### src/hdl/ccc_pkg.sv
package ccc_pkg;
  localparam int unsigned NUM_CH = 7;
  localparam int unsigned CNT_W = 16;
  // byte addresses of the register window
  localparam logic [11:0] OFF_CTL0 = 12'h002;
  localparam logic [11:0] OFF_CCR0 = 12'h012;
  localparam logic [11:0] OFF_IV = 12'h01e;
  localparam logic [11:0] ADDR_CTL_BASE = 12'h000;
  localparam logic [11:0] ADDR_CCR_BASE = 12'h040;
  localparam logic [11:0] ADDR_IV = 12'h080;
  localparam logic [11:0] ADDR_TBCTL = 12'h084;
  localparam logic [11:0] ADDR_IRQ_STAT = 12'h088;
  localparam logic [11:0] ADDR_IRQ_MASK = 12'h08c;
  // control word fields
  localparam int unsigned F_EDGE = 14;
  localparam int unsigned F_SRC = 12;
  localparam int unsigned F_SYNC = 11;
  localparam int unsigned F_LLD = 9;
  localparam int unsigned F_CAP = 8;
  localparam int unsigned F_MODE = 5;
  localparam int unsigned F_IE = 4;
  localparam int unsigned F_IN = 3;
  localparam int unsigned F_OUT = 2;
  localparam int unsigned F_OV = 1;
  localparam int unsigned F_IFG = 0;
  localparam logic [15:0] CTL_RESET = 16'h0000;
  localparam logic [15:0] CTL_WMASK = 16'hfff7;
  // timer control bits held locally
  localparam int unsigned F_TIE = 1;
  localparam int unsigned F_TIFG = 0;
  localparam logic [1:0] LLD_WRITE = 2'h0;
  localparam logic [1:0] LLD_ZERO = 2'h1;
  localparam logic [1:0] LLD_ZERO_OR_P = 2'h2;
  localparam logic [1:0] LLD_MATCH = 2'h3;
  localparam logic [7:0] IV_NONE = 8'h00;
  localparam logic [7:0] IV_OVF = 8'h0e;
  // irq status bits: ch1..6, overflow, overrun
  localparam int unsigned IRQ_W = 8;
  localparam int unsigned IRQ_OVF = 6;
  localparam int unsigned IRQ_COV = 7;
  typedef enum logic [2:0] {
    DM_PIN, DM_SET, DM_TOG_RST, DM_SET_RST, DM_TOG, DM_RST, DM_TOG_SET, DM_RST_SET
  } ccc_mode_e;
  typedef enum logic [1:0] {CNT_STOP, CNT_UP, CNT_CONT, CNT_UPDN} ccc_cnt_e;
endpackage

### src/hdl/ccc_channels.sv
// Behaviour
// - latch load 00 copies on compare write, 01 when counter hits zero
// - load 10: zero in up/continuous; channel0 latch or zero in up/down
// - load 11: latch reloads when counter equals the shadow latch
// - measure mode bit 0 compare, 1 capture
// - drive mode field chooses the output action per match pulse
// - interrupt enable gates the pending channel flag
// - input level bit reads the selected capture input
// - pin level bit shows the output; in mode 0 writes drive it
// - overrun flag set on capture overflow, cleared only by software
// - vector: 00h none, 02h..0Ch channels 1..6, 0Eh overflow lowest
module ccc_channels
  import ccc_pkg::*;
#(
  parameter int unsigned N_CH = NUM_CH
) (
  // clock and reset
  input wire logic clk_sys,
  input wire logic rstn,
  // apb slave
  input wire logic psel,
  input wire logic penable,
  input wire logic pwrite,
  input wire logic [11:0] paddr,
  input wire logic [31:0] pwdata,
  output logic [31:0] prdata,
  output logic pready,
  output logic pslverr,
  // counter side
  input wire logic [CNT_W-1:0] counter_value,
  input wire logic [1:0] count_mode,
  input wire logic cnt_tick,
  input wire logic cnt_overflow,
  input wire logic [N_CH-1:0] cap_in_a,
  input wire logic [N_CH-1:0] cap_in_b,
  // channel outputs
  output logic [N_CH-1:0] ch_out,
  output logic [N_CH-1:0] match_pulse,
  output logic [N_CH-1:0] channel_irq,
  output logic irq
);
  logic [15:0] ctl_q [N_CH];
  logic [CNT_W-1:0] ccr_q [N_CH];
  logic [CNT_W-1:0] shadow_compare_latch [N_CH];
  logic [15:0] tctl_q;
  logic [IRQ_W-1:0] stat_q, mask_q;
  logic [N_CH-1:0] in_meta_q, in_sync_q, sel_in;
  logic [N_CH-1:0] cap_ev, cov_ev, ccr_wr;
  logic [7:0] vec;
  logic wr, rd, ctl_hit, ccr_hit;
  logic [2:0] idx;

  function automatic logic [2:0] reg_index(input logic [11:0] a, input logic [11:0] base);
    logic [11:0] off;
    off = a - base;
    return off[4:2];
  endfunction

  assign wr = psel && penable && pwrite;
  assign rd = psel && !pwrite;
  // zero wait states: every access is a setup plus one access cycle
  assign pready = 1'b1;
  assign ctl_hit = paddr >= ADDR_CTL_BASE && paddr < ADDR_CTL_BASE + 12'h020
    && reg_index(paddr, ADDR_CTL_BASE) < 3'(N_CH);
  assign ccr_hit = paddr >= ADDR_CCR_BASE && paddr < ADDR_CCR_BASE + 12'h020
    && reg_index(paddr, ADDR_CCR_BASE) < 3'(N_CH);
  assign idx = ctl_hit ? reg_index(paddr, ADDR_CTL_BASE) : reg_index(paddr, ADDR_CCR_BASE);
  assign pslverr = psel && penable && !(ctl_hit || ccr_hit || paddr == ADDR_IV
    || paddr == ADDR_TBCTL || paddr == ADDR_IRQ_STAT || paddr == ADDR_IRQ_MASK);

  // with the sync bit set the second flop feeds edge detection; costs two cycles of capture latency
  // two-flop sync
  always_ff @(posedge clk_sys) begin
    if (!rstn) begin
      in_meta_q <= '0;
      in_sync_q <= '0;
    end else begin
      in_meta_q <= sel_in;
      in_sync_q <= in_meta_q;
    end
  end

  logic [N_CH-1:0] lvl;
  always_comb begin
    for (int c = 0; c < N_CH; c++) begin
      unique case (ctl_q[c][F_SRC+:2])
        2'h0: sel_in[c] = cap_in_a[c];
        2'h1: sel_in[c] = cap_in_b[c];
        2'h2: sel_in[c] = 1'b0;
        default: sel_in[c] = 1'b1;
      endcase
      lvl[c] = ctl_q[c][F_SYNC] ? in_sync_q[c] : sel_in[c];
    end
  end

  logic [N_CH-1:0] lvl_prev_q;
  always_ff @(posedge clk_sys) begin
    if (!rstn) begin
      lvl_prev_q <= '0;
    end else begin
      lvl_prev_q <= lvl;
    end
  end

  always_comb begin
    for (int c = 0; c < N_CH; c++) begin
      unique case (ctl_q[c][F_EDGE+:2])
        2'h0: cap_ev[c] = 1'b0;
        2'h1: cap_ev[c] = lvl[c] && !lvl_prev_q[c];
        2'h2: cap_ev[c] = !lvl[c] && lvl_prev_q[c];
        default: cap_ev[c] = lvl[c] != lvl_prev_q[c];
      endcase
      cap_ev[c] = cap_ev[c] && ctl_q[c][F_CAP];
      // capture while flag pending is an overrun
      cov_ev[c] = cap_ev[c] && ctl_q[c][F_IFG];
      match_pulse[c] = !ctl_q[c][F_CAP] && cnt_tick
        && counter_value == shadow_compare_latch[c];
      ccr_wr[c] = wr && ccr_hit && idx == 3'(c);
    end
  end

  logic at_zero;
  assign at_zero = cnt_tick && counter_value == '0;

  // compare registers and shadow latches
  always_ff @(posedge clk_sys) begin
    if (!rstn) begin
      for (int c = 0; c < N_CH; c++) begin
        ccr_q[c] <= '0;
        shadow_compare_latch[c] <= '0;
      end
    end else begin
      for (int c = 0; c < N_CH; c++) begin
        if (ccr_wr[c]) begin
          ccr_q[c] <= pwdata[CNT_W-1:0];
        end else if (cap_ev[c]) begin
          ccr_q[c] <= counter_value;
        end
        unique case (ctl_q[c][F_LLD+:2])
          LLD_WRITE: if (ccr_wr[c]) shadow_compare_latch[c] <= pwdata[CNT_W-1:0];
          LLD_ZERO: if (at_zero) shadow_compare_latch[c] <= ccr_q[c];
          LLD_ZERO_OR_P: begin
            if (at_zero || (count_mode == CNT_UPDN && cnt_tick
                && counter_value == shadow_compare_latch[0])) begin
              shadow_compare_latch[c] <= ccr_q[c];
            end
          end
          default: if (cnt_tick && counter_value == shadow_compare_latch[c]) begin
            shadow_compare_latch[c] <= ccr_q[c];
          end
        endcase
      end
    end
  end

  // control words, output drive, flags
  always_ff @(posedge clk_sys) begin
    if (!rstn) begin
      for (int c = 0; c < N_CH; c++) begin
        ctl_q[c] <= CTL_RESET;
      end
    end else begin
      for (int c = 0; c < N_CH; c++) begin
        if (wr && ctl_hit && idx == 3'(c)) begin
          ctl_q[c] <= (pwdata[15:0] & CTL_WMASK) | (ctl_q[c] & ~CTL_WMASK);
        end
        // drive mode on match pulse; modes 2, 3, 6 and 7 use channel0 match for the second action
        if (match_pulse[c] || (c != 0 && match_pulse[0])) begin
          unique case (ccc_mode_e'(ctl_q[c][F_MODE+:3]))
            DM_PIN: ;
            DM_SET: if (match_pulse[c]) ctl_q[c][F_OUT] <= 1'b1;
            DM_TOG_RST: ctl_q[c][F_OUT] <= match_pulse[c] ? !ctl_q[c][F_OUT] : 1'b0;
            DM_SET_RST: ctl_q[c][F_OUT] <= match_pulse[c] ? 1'b1 : 1'b0;
            DM_TOG: if (match_pulse[c]) ctl_q[c][F_OUT] <= !ctl_q[c][F_OUT];
            DM_RST: if (match_pulse[c]) ctl_q[c][F_OUT] <= 1'b0;
            DM_TOG_SET: ctl_q[c][F_OUT] <= match_pulse[c] ? !ctl_q[c][F_OUT] : 1'b1;
            DM_RST_SET: ctl_q[c][F_OUT] <= match_pulse[c] ? 1'b0 : 1'b1;
          endcase
        end
        // overrun set wins over the software clear
        if (cov_ev[c]) ctl_q[c][F_OV] <= 1'b1;
        // flag set wins over the clear
        if (cap_ev[c] || match_pulse[c]) ctl_q[c][F_IFG] <= 1'b1;
        ctl_q[c][F_IN] <= lvl[c];
      end
    end
  end

  always_comb begin
    for (int c = 0; c < N_CH; c++) begin
      ch_out[c] = ctl_q[c][F_OUT];
      channel_irq[c] = ctl_q[c][F_IE] && ctl_q[c][F_IFG];
    end
  end

  // timer overflow flag and enable
  always_ff @(posedge clk_sys) begin
    if (!rstn) begin
      tctl_q <= '0;
    end else begin
      if (wr && paddr == ADDR_TBCTL) begin
        tctl_q <= {14'h0000, pwdata[F_TIE], pwdata[F_TIFG]};
      end
      if (cnt_overflow) tctl_q[F_TIFG] <= 1'b1;
    end
  end

  always_comb begin
    vec = IV_NONE;
    if (tctl_q[F_TIE] && tctl_q[F_TIFG]) vec = IV_OVF;
    for (int c = N_CH - 1; c >= 1; c--) begin
      if (channel_irq[c]) vec = 8'(2 * c);
    end
  end

  // sticky irq status, write one to clear
  logic [IRQ_W-1:0] ev;
  always_comb begin
    ev = '0;
    for (int c = 1; c < N_CH && c <= 6; c++) begin
      ev[c-1] = cap_ev[c] || match_pulse[c];
    end
    ev[IRQ_OVF] = cnt_overflow;
    ev[IRQ_COV] = |cov_ev;
  end

  always_ff @(posedge clk_sys) begin
    if (!rstn) begin
      stat_q <= '0;
      mask_q <= '0;
    end else begin
      stat_q <= (stat_q & ~((wr && paddr == ADDR_IRQ_STAT) ? pwdata[IRQ_W-1:0] : '0)) | ev;
      if (wr && paddr == ADDR_IRQ_MASK) mask_q <= pwdata[IRQ_W-1:0];
    end
  end
  assign irq = |(stat_q & mask_q);

  // read data
  always_ff @(posedge clk_sys) begin
    if (!rstn) begin
      prdata <= '0;
    end else if (rd && !penable) begin
      prdata <= '0;
      if (ctl_hit) prdata <= {16'h0000, ctl_q[idx]};
      else if (ccr_hit) prdata <= {16'h0000, ccr_q[idx]};
      else if (paddr == ADDR_IV) prdata <= {24'h00_0000, vec};
      else if (paddr == ADDR_TBCTL) prdata <= {16'h0000, tctl_q};
      else if (paddr == ADDR_IRQ_STAT) prdata <= {24'h00_0000, stat_q};
      else if (paddr == ADDR_IRQ_MASK) prdata <= {24'h00_0000, mask_q};
    end
  end
endmodule

### config.mk
export PLATFORM = sky130hd
export DESIGN_NAME = ccc_channels
export DESIGN_NICKNAME = d
export VERILOG_FILES = /design/src/hdl/ccc_pkg.sv /design/src/hdl/ccc_channels.sv
export SDC_FILE = /design/constraint.sdc
export NUM_CORES = 1
export LEC_CHECK = 0
export BUFFER_PORTS_ARGS = -buffer_cell sky130_fd_sc_hd__buf_2
export CAP_MARGIN = 5
export CORE_UTILIZATION = 53
export DETAILED_ROUTE_END_ITERATION = 10
export PLACE_DENSITY = 0.81
export SYNTH_ARGS = -nofsm -noshare
export SYNTH_HDL_FRONTEND = slang
export SYNTH_SLANG_ARGS = --single-unit
### constraint.sdc
create_clock -name clk_sys -period 5.65 [get_ports clk_sys]
set_clock_uncertainty 0.05 [all_clocks]
set_input_delay 0.8475 -clock clk_sys [delete_from_list [all_inputs] [get_ports clk_sys]]
set_output_delay 0.8475 -clock clk_sys [all_outputs]
set_load 0.05 [all_outputs]
# --- Yosys cells after proc, flatten, opt, wreduce, memory -nomap -nowiden ---
# Memory sizes are Yosys's and may differ from the RTL's.
# Cells that the tools add are included.
op_classes:
  n_lt_le_gt_ge: 6
  n_bitwise: 130
  muxes: 588
  reduce_logical: 171
  add_sub_neg: 1
  n_eq_ne: 116
ops:
  columns: ["operator", "count"]
  rows:
  - ["$mux 16", 51]
  - ["$mux 1", 510]
  - ["$or 1x1->1", 119]
  - ["$eq 16x16->1", 7]
  - ["$or 16x4->16", 7]
  - ["$eq 3x3->1 const B", 31]
  - ["$logic_and 1x1->1", 88]
  - ["$eq 12x8->1 const B", 4]
  - ["$eq 3x2->1 const B", 16]
  - ["$eq 2x2->1 const B", 22]
  - ["$eq 2x1->1 const B", 21]
  - ["$logic_not 2->1", 21]
  - ["$pmux 1 s3", 14]
  - ["$mux 8", 5]
  - ["$logic_not 1->1", 31]
  - ["$mux 4", 7]
  - ["$eq 3x1->1 const B", 8]
  - ["$reduce_or 3->1", 7]
  - ["$logic_or 1x1->1", 19]
  - ["$and 8x8->8", 2]
  - ["$logic_not 16->1", 1]
  - ["$ge 12x1->1 const B", 1]
  - ["$ge 12x7->1 const B", 1]
  - ["$lt 12x6->1 const B", 1]
  - ["other kinds (11)", 18]
totals:
  ff_bits: 71
  output_inout_bits: 56
  memories: 3
  elab_cells: 1023
  inputBits: 83
  ramBits: 336
memory_table:
  columns: ["memory", "depth", "word_bits", "read_ports", "rd_clocked_by_memory_dff", "wr", "line_no", "rtl"]
  rows:
  - ["ccr_q", 7, 16, 8, 0, 7, "ccc_channels.sv:43", "logic [CNT_W-1:0] ccr_q [N_CH];"]
  - ["ctl_q", 7, 16, 8, 0, 7, "ccc_channels.sv:42", "logic [15:0] ctl_q [N_CH];"]
  - ["shadow_compare_latch", 7, 16, 7, 0, 7, "ccc_channels.sv:44", "logic [CNT_W-1:0] shadow_compare_latch [N_CH];"]

# --- Longest topological paths before layout ---
logic_depth:
  depth_word: 17
  mapped_depth: 14
  depth_no_buf: 13

# --- Least setup slack after synthesis ---
# Ideal clock, no wire load.
synth_timing:
  kind: "input port to output port"
  start: "input port counter_value[0]"
  end: "output port match_pulse[2]"
  required_ps: 4753
  n_path_buf: 2
  stages: 7
  arrival_ps: 2887
  path_slack_ps: 1865
  path_cell_list: "clkbuf_1 > clkbuf_1 > xnor2_1 > nand4_1 > nor4_1 > or3b_2 > inv_1"
synth_between:
  elab_chain_len: 2
synth_lines:
  columns: ["item", "line_no", "rtl"]
  rows:
  - ["start, declared", "ccc_channels.sv:30", "input wire logic [CNT_W-1:0] counter_value,"]
  - ["$eq 16x16->1", "ccc_channels.sv:117", "&& counter_value == shadow_compare_latch[c];"]
  - ["$logic_and 1x1->1", "ccc_channels.sv:117", null]
  - ["end, declared", "ccc_channels.sv:38", "output logic [N_CH-1:0] match_pulse,"]
# No other way between the ends.

# --- Worst setup path after layout ---
layout_timing:
  start: "input port counter_value[2]"
  end: "output port match_pulse[3]"
# The elaborated chain is that of the path after synthesis.

==> impl_results.md <==
* DRT iter0 DRCs at 2594
* WL/cell at 27.7 µm
* Final Critical Period at 4510 ps
* Initial Utilization at 54.1%
* HP Class: flip-flop to flip-flop
* Required @ worst endpoint at 4750 ps
* Unrepaired setup endpoints after global routing: false
* Syn. warnings at 0
* Mapped Area at 21000 µm²
* # DRC at 0
* Worst-path clk slew at 60 ps
* Critical path cell sequence: buf_2 -> xnor2_1 -> nand4_1 -> nor4_1 -> nand4b_1 -> inv_1 -> buf_2
* Flops & latches, synth at 391
* Commonest cells after routing, fill and taps aside: edfxtp_1 (336), a22o_1 (187), nand2_1 (176)
* CTS root buf: clkbuf_16
* Layout fillers at 3083
* Area Overhead vs Synth at 9.70%
* Post-synth EDFFs at 336
* Peak supply drop at 0.000150 V
* Die X at 201 µm
* CP Capture Type: output pin
* Grt total ovfl at 0
* Cell taking the most area after synthesis: edfxtp_1
* Most common cell after layout, fill and taps aside: edfxtp_1
* Number of max-cap violations at 0
* Antenna Nets Post-Route at 0
* Post-place instance area at 21800 µm²
* Worst-Skew Late Latency at 560 ps
* Arrival time worst endpoint at 3610 ps
* Status: finished, final reports clean
* Maximum fanout along the worst path at 17
* Netlist cell types at 79
* Rows at 72
* DRT Wirelength at 67.8 mm
* RD Place Congestion at 1.02
* Final worst path period share at 79.8%
* CP most frequent cell: buf_2
* Core footprint at 38900 µm²
* I/O Buffers at 105
* LEAKAGE at 8.46 nW
* CTS resizes at 0
* Crit path launch type: input port
* CTS buffer count at 41
* Slew Viols, Final at 0
* CP max stage delay at 790 ps
* Slowest library cell on the worst path: nor4_1
* Synth Flop Type: edfxtp_1
* Syn Area/Cell at 11.3 µm²
* Hold slack at 383 ps
* Htree depth at 2
* Top cells by area, synth: edfxtp_1 (48%), a22o_1 (7.8%), dfxtp_1 (5.2%)
* I/O pins at 139
* Initial antenna violation count at 3
* FF+latch area at 11200 µm²
* CTS tree: done
* Cell Pwr Density at 297 nW/µm²
* Drt pass-1 iters at 8
* CTS max path bufs at 3
* Share of layout cells above drive strength 1 at 13.9%
* DP HPWL at 46.2 mm
* Final nets at 1989
* Global-route wire length before repair at 99.9 mm
* Sum Neg Setup Slack at 0 ps
* Via density at 6.77
* Mapped Cells at 1863
* Die H at 201 µm
* Vias in the first global route at 15.9k
* FMAX at 0.222 GHz
* Largest net degree at the start of global routing at 79
* Via count at 16.5k
* Die area at 40500 µm²
* GRT Total Usage at 33.2%
* Critical setup path kind: input port to output pin
* Slew Limit Headroom at 25.6%
* Worst Tran Pin Value at 1110 ps
* Clock sink total at 391
* Post-CTS Setup Inserts at 0
* Sequential area share after synthesis at 53.2%
* Multi-input logic area at 8940 µm²
* Final count of hold timing violations at 0
* Hold_buf cts at 0
* Yosys top cell area share at 47.9%
* Ys async rst share at 0%
* Count of final setup violators at 0
* Final instance area at 23100 µm²
flip-flops by register name (all words and copies together), names as in the netlist:
signal,count
prdata,16
stat_q,8
in_sync_q,7
ccr_q,112
shadow_compare_latch,112
in_meta_q,7
tctl_q,2
mask_q,8
lvl_prev_q,7
ctl_q,112
cells in the mapped netlist, drive strengths merged, types with 13 or more instances:
library cell / number
a21oi: 47
a22o: 187
a22oi: 17
and2: 28
buf: 74
clkbuf: 97
dfxtp: 55
edfxtp: 336
ha: 14
inv: 59
mux2i: 80
mux4: 42
nand2: 177
nand2b: 18
nand3: 35
nand3b: 13
nand4: 29
nor2: 175
nor3: 23
nor4: 20
o211ai: 13
o21ai: 87
xnor2: 90
xor2: 19
per-stage QoR:
stage	worst slack (ps)	std cells	total power, W	util [%]
floorplan	1870	1885	0.00392	-
global placement	1220	2367	0.00417	56.0
detailed placement	1140	2367	0.00420	56.0
CTS	1320	2442	0.00681	59.3
global route	1200	2442	0.00699	59.3
finish	1140	2443	0.00685	59.3
critical path: cells and delay by family:
kind	cells	cell delay, ps
xor gates and xnor gates	1	220
and+or+nand+nor	3	1490
buffers and inverters	3	1040
metal layers:
| layer | part of all wire [%] | track usage (%) | vias up | wire length [µm] |
|---|---|---|---|---|
| met5 | 0.041 | 0 | - | 28 |
| met2 | 45 | 51.8 | 1333 | 30700 |
| li1 | - | - | 6969 | - |
| met3 | 14 | 8.73 | 260 | 9410 |
| met4 | 5.7 | 16.8 | 4 | 3840 |
| met1 | 35 | 42.7 | 7982 | 23800 |
power breakdown:
group | switching, W | total, W | leakage (nW) | internal (W)
registers | 0.000108 | 0.00340 | 3.85 | 0.00330
clock network | 0.00114 | 0.00268 | 0.631 | 0.00154
logic | 0.000538 | 0.000769 | 3.98 | 0.000231
total | 0.00178 | 0.00685 | 8.46 | 0.00507
cell families (layout without fill, tap and decap cells):
logic type / count (synthesis) / after routing / share of synthesized area, %
fa+ha+maj: 14 / 14 / 0.832
flops: 391 / 391 / 53.2
xor+xnor: 109 / 109 / 4.54
buf+inv: 231 / 270 / 4.88
compound gates: 413 / 413 / 14.5
simple gates: 579 / 579 / 13.6
other cells: 2 / 25 / 0.0357
mux: 124 / 124 / 8.48
final timing paths:
kind         cells after the start  slack [ps]                                 startpoint                                         end
min reg2reg                      1         380                    in_meta_q[4]$_SDFF_PN0_                     in_sync_q[4]$_SDFF_PN0_
min                              1         380                    in_meta_q[4]$_SDFF_PN0_                     in_sync_q[4]$_SDFF_PN0_
max reg2reg                      7        2130  shadow_compare_latch[0][12]$_SDFFCE_PN0P_  shadow_compare_latch[0][111]$_SDFFCE_PN0P_
max                              7        1140                           counter_value[2]                              match_pulse[3]
cell type report:
type | count | area share, %
diodes | 1 | 0.0108
clock buffers | 60 | 5.12
clock inverters | 15 | 0.542
inverters | 60 | 0.976
multi-input cells | 1263 | 38.7
flip-flops and latches | 391 | 48.5
well taps | 518 | 2.81
repair buffers | 135 | 3.33
Power figures use the tool's default switching activity.
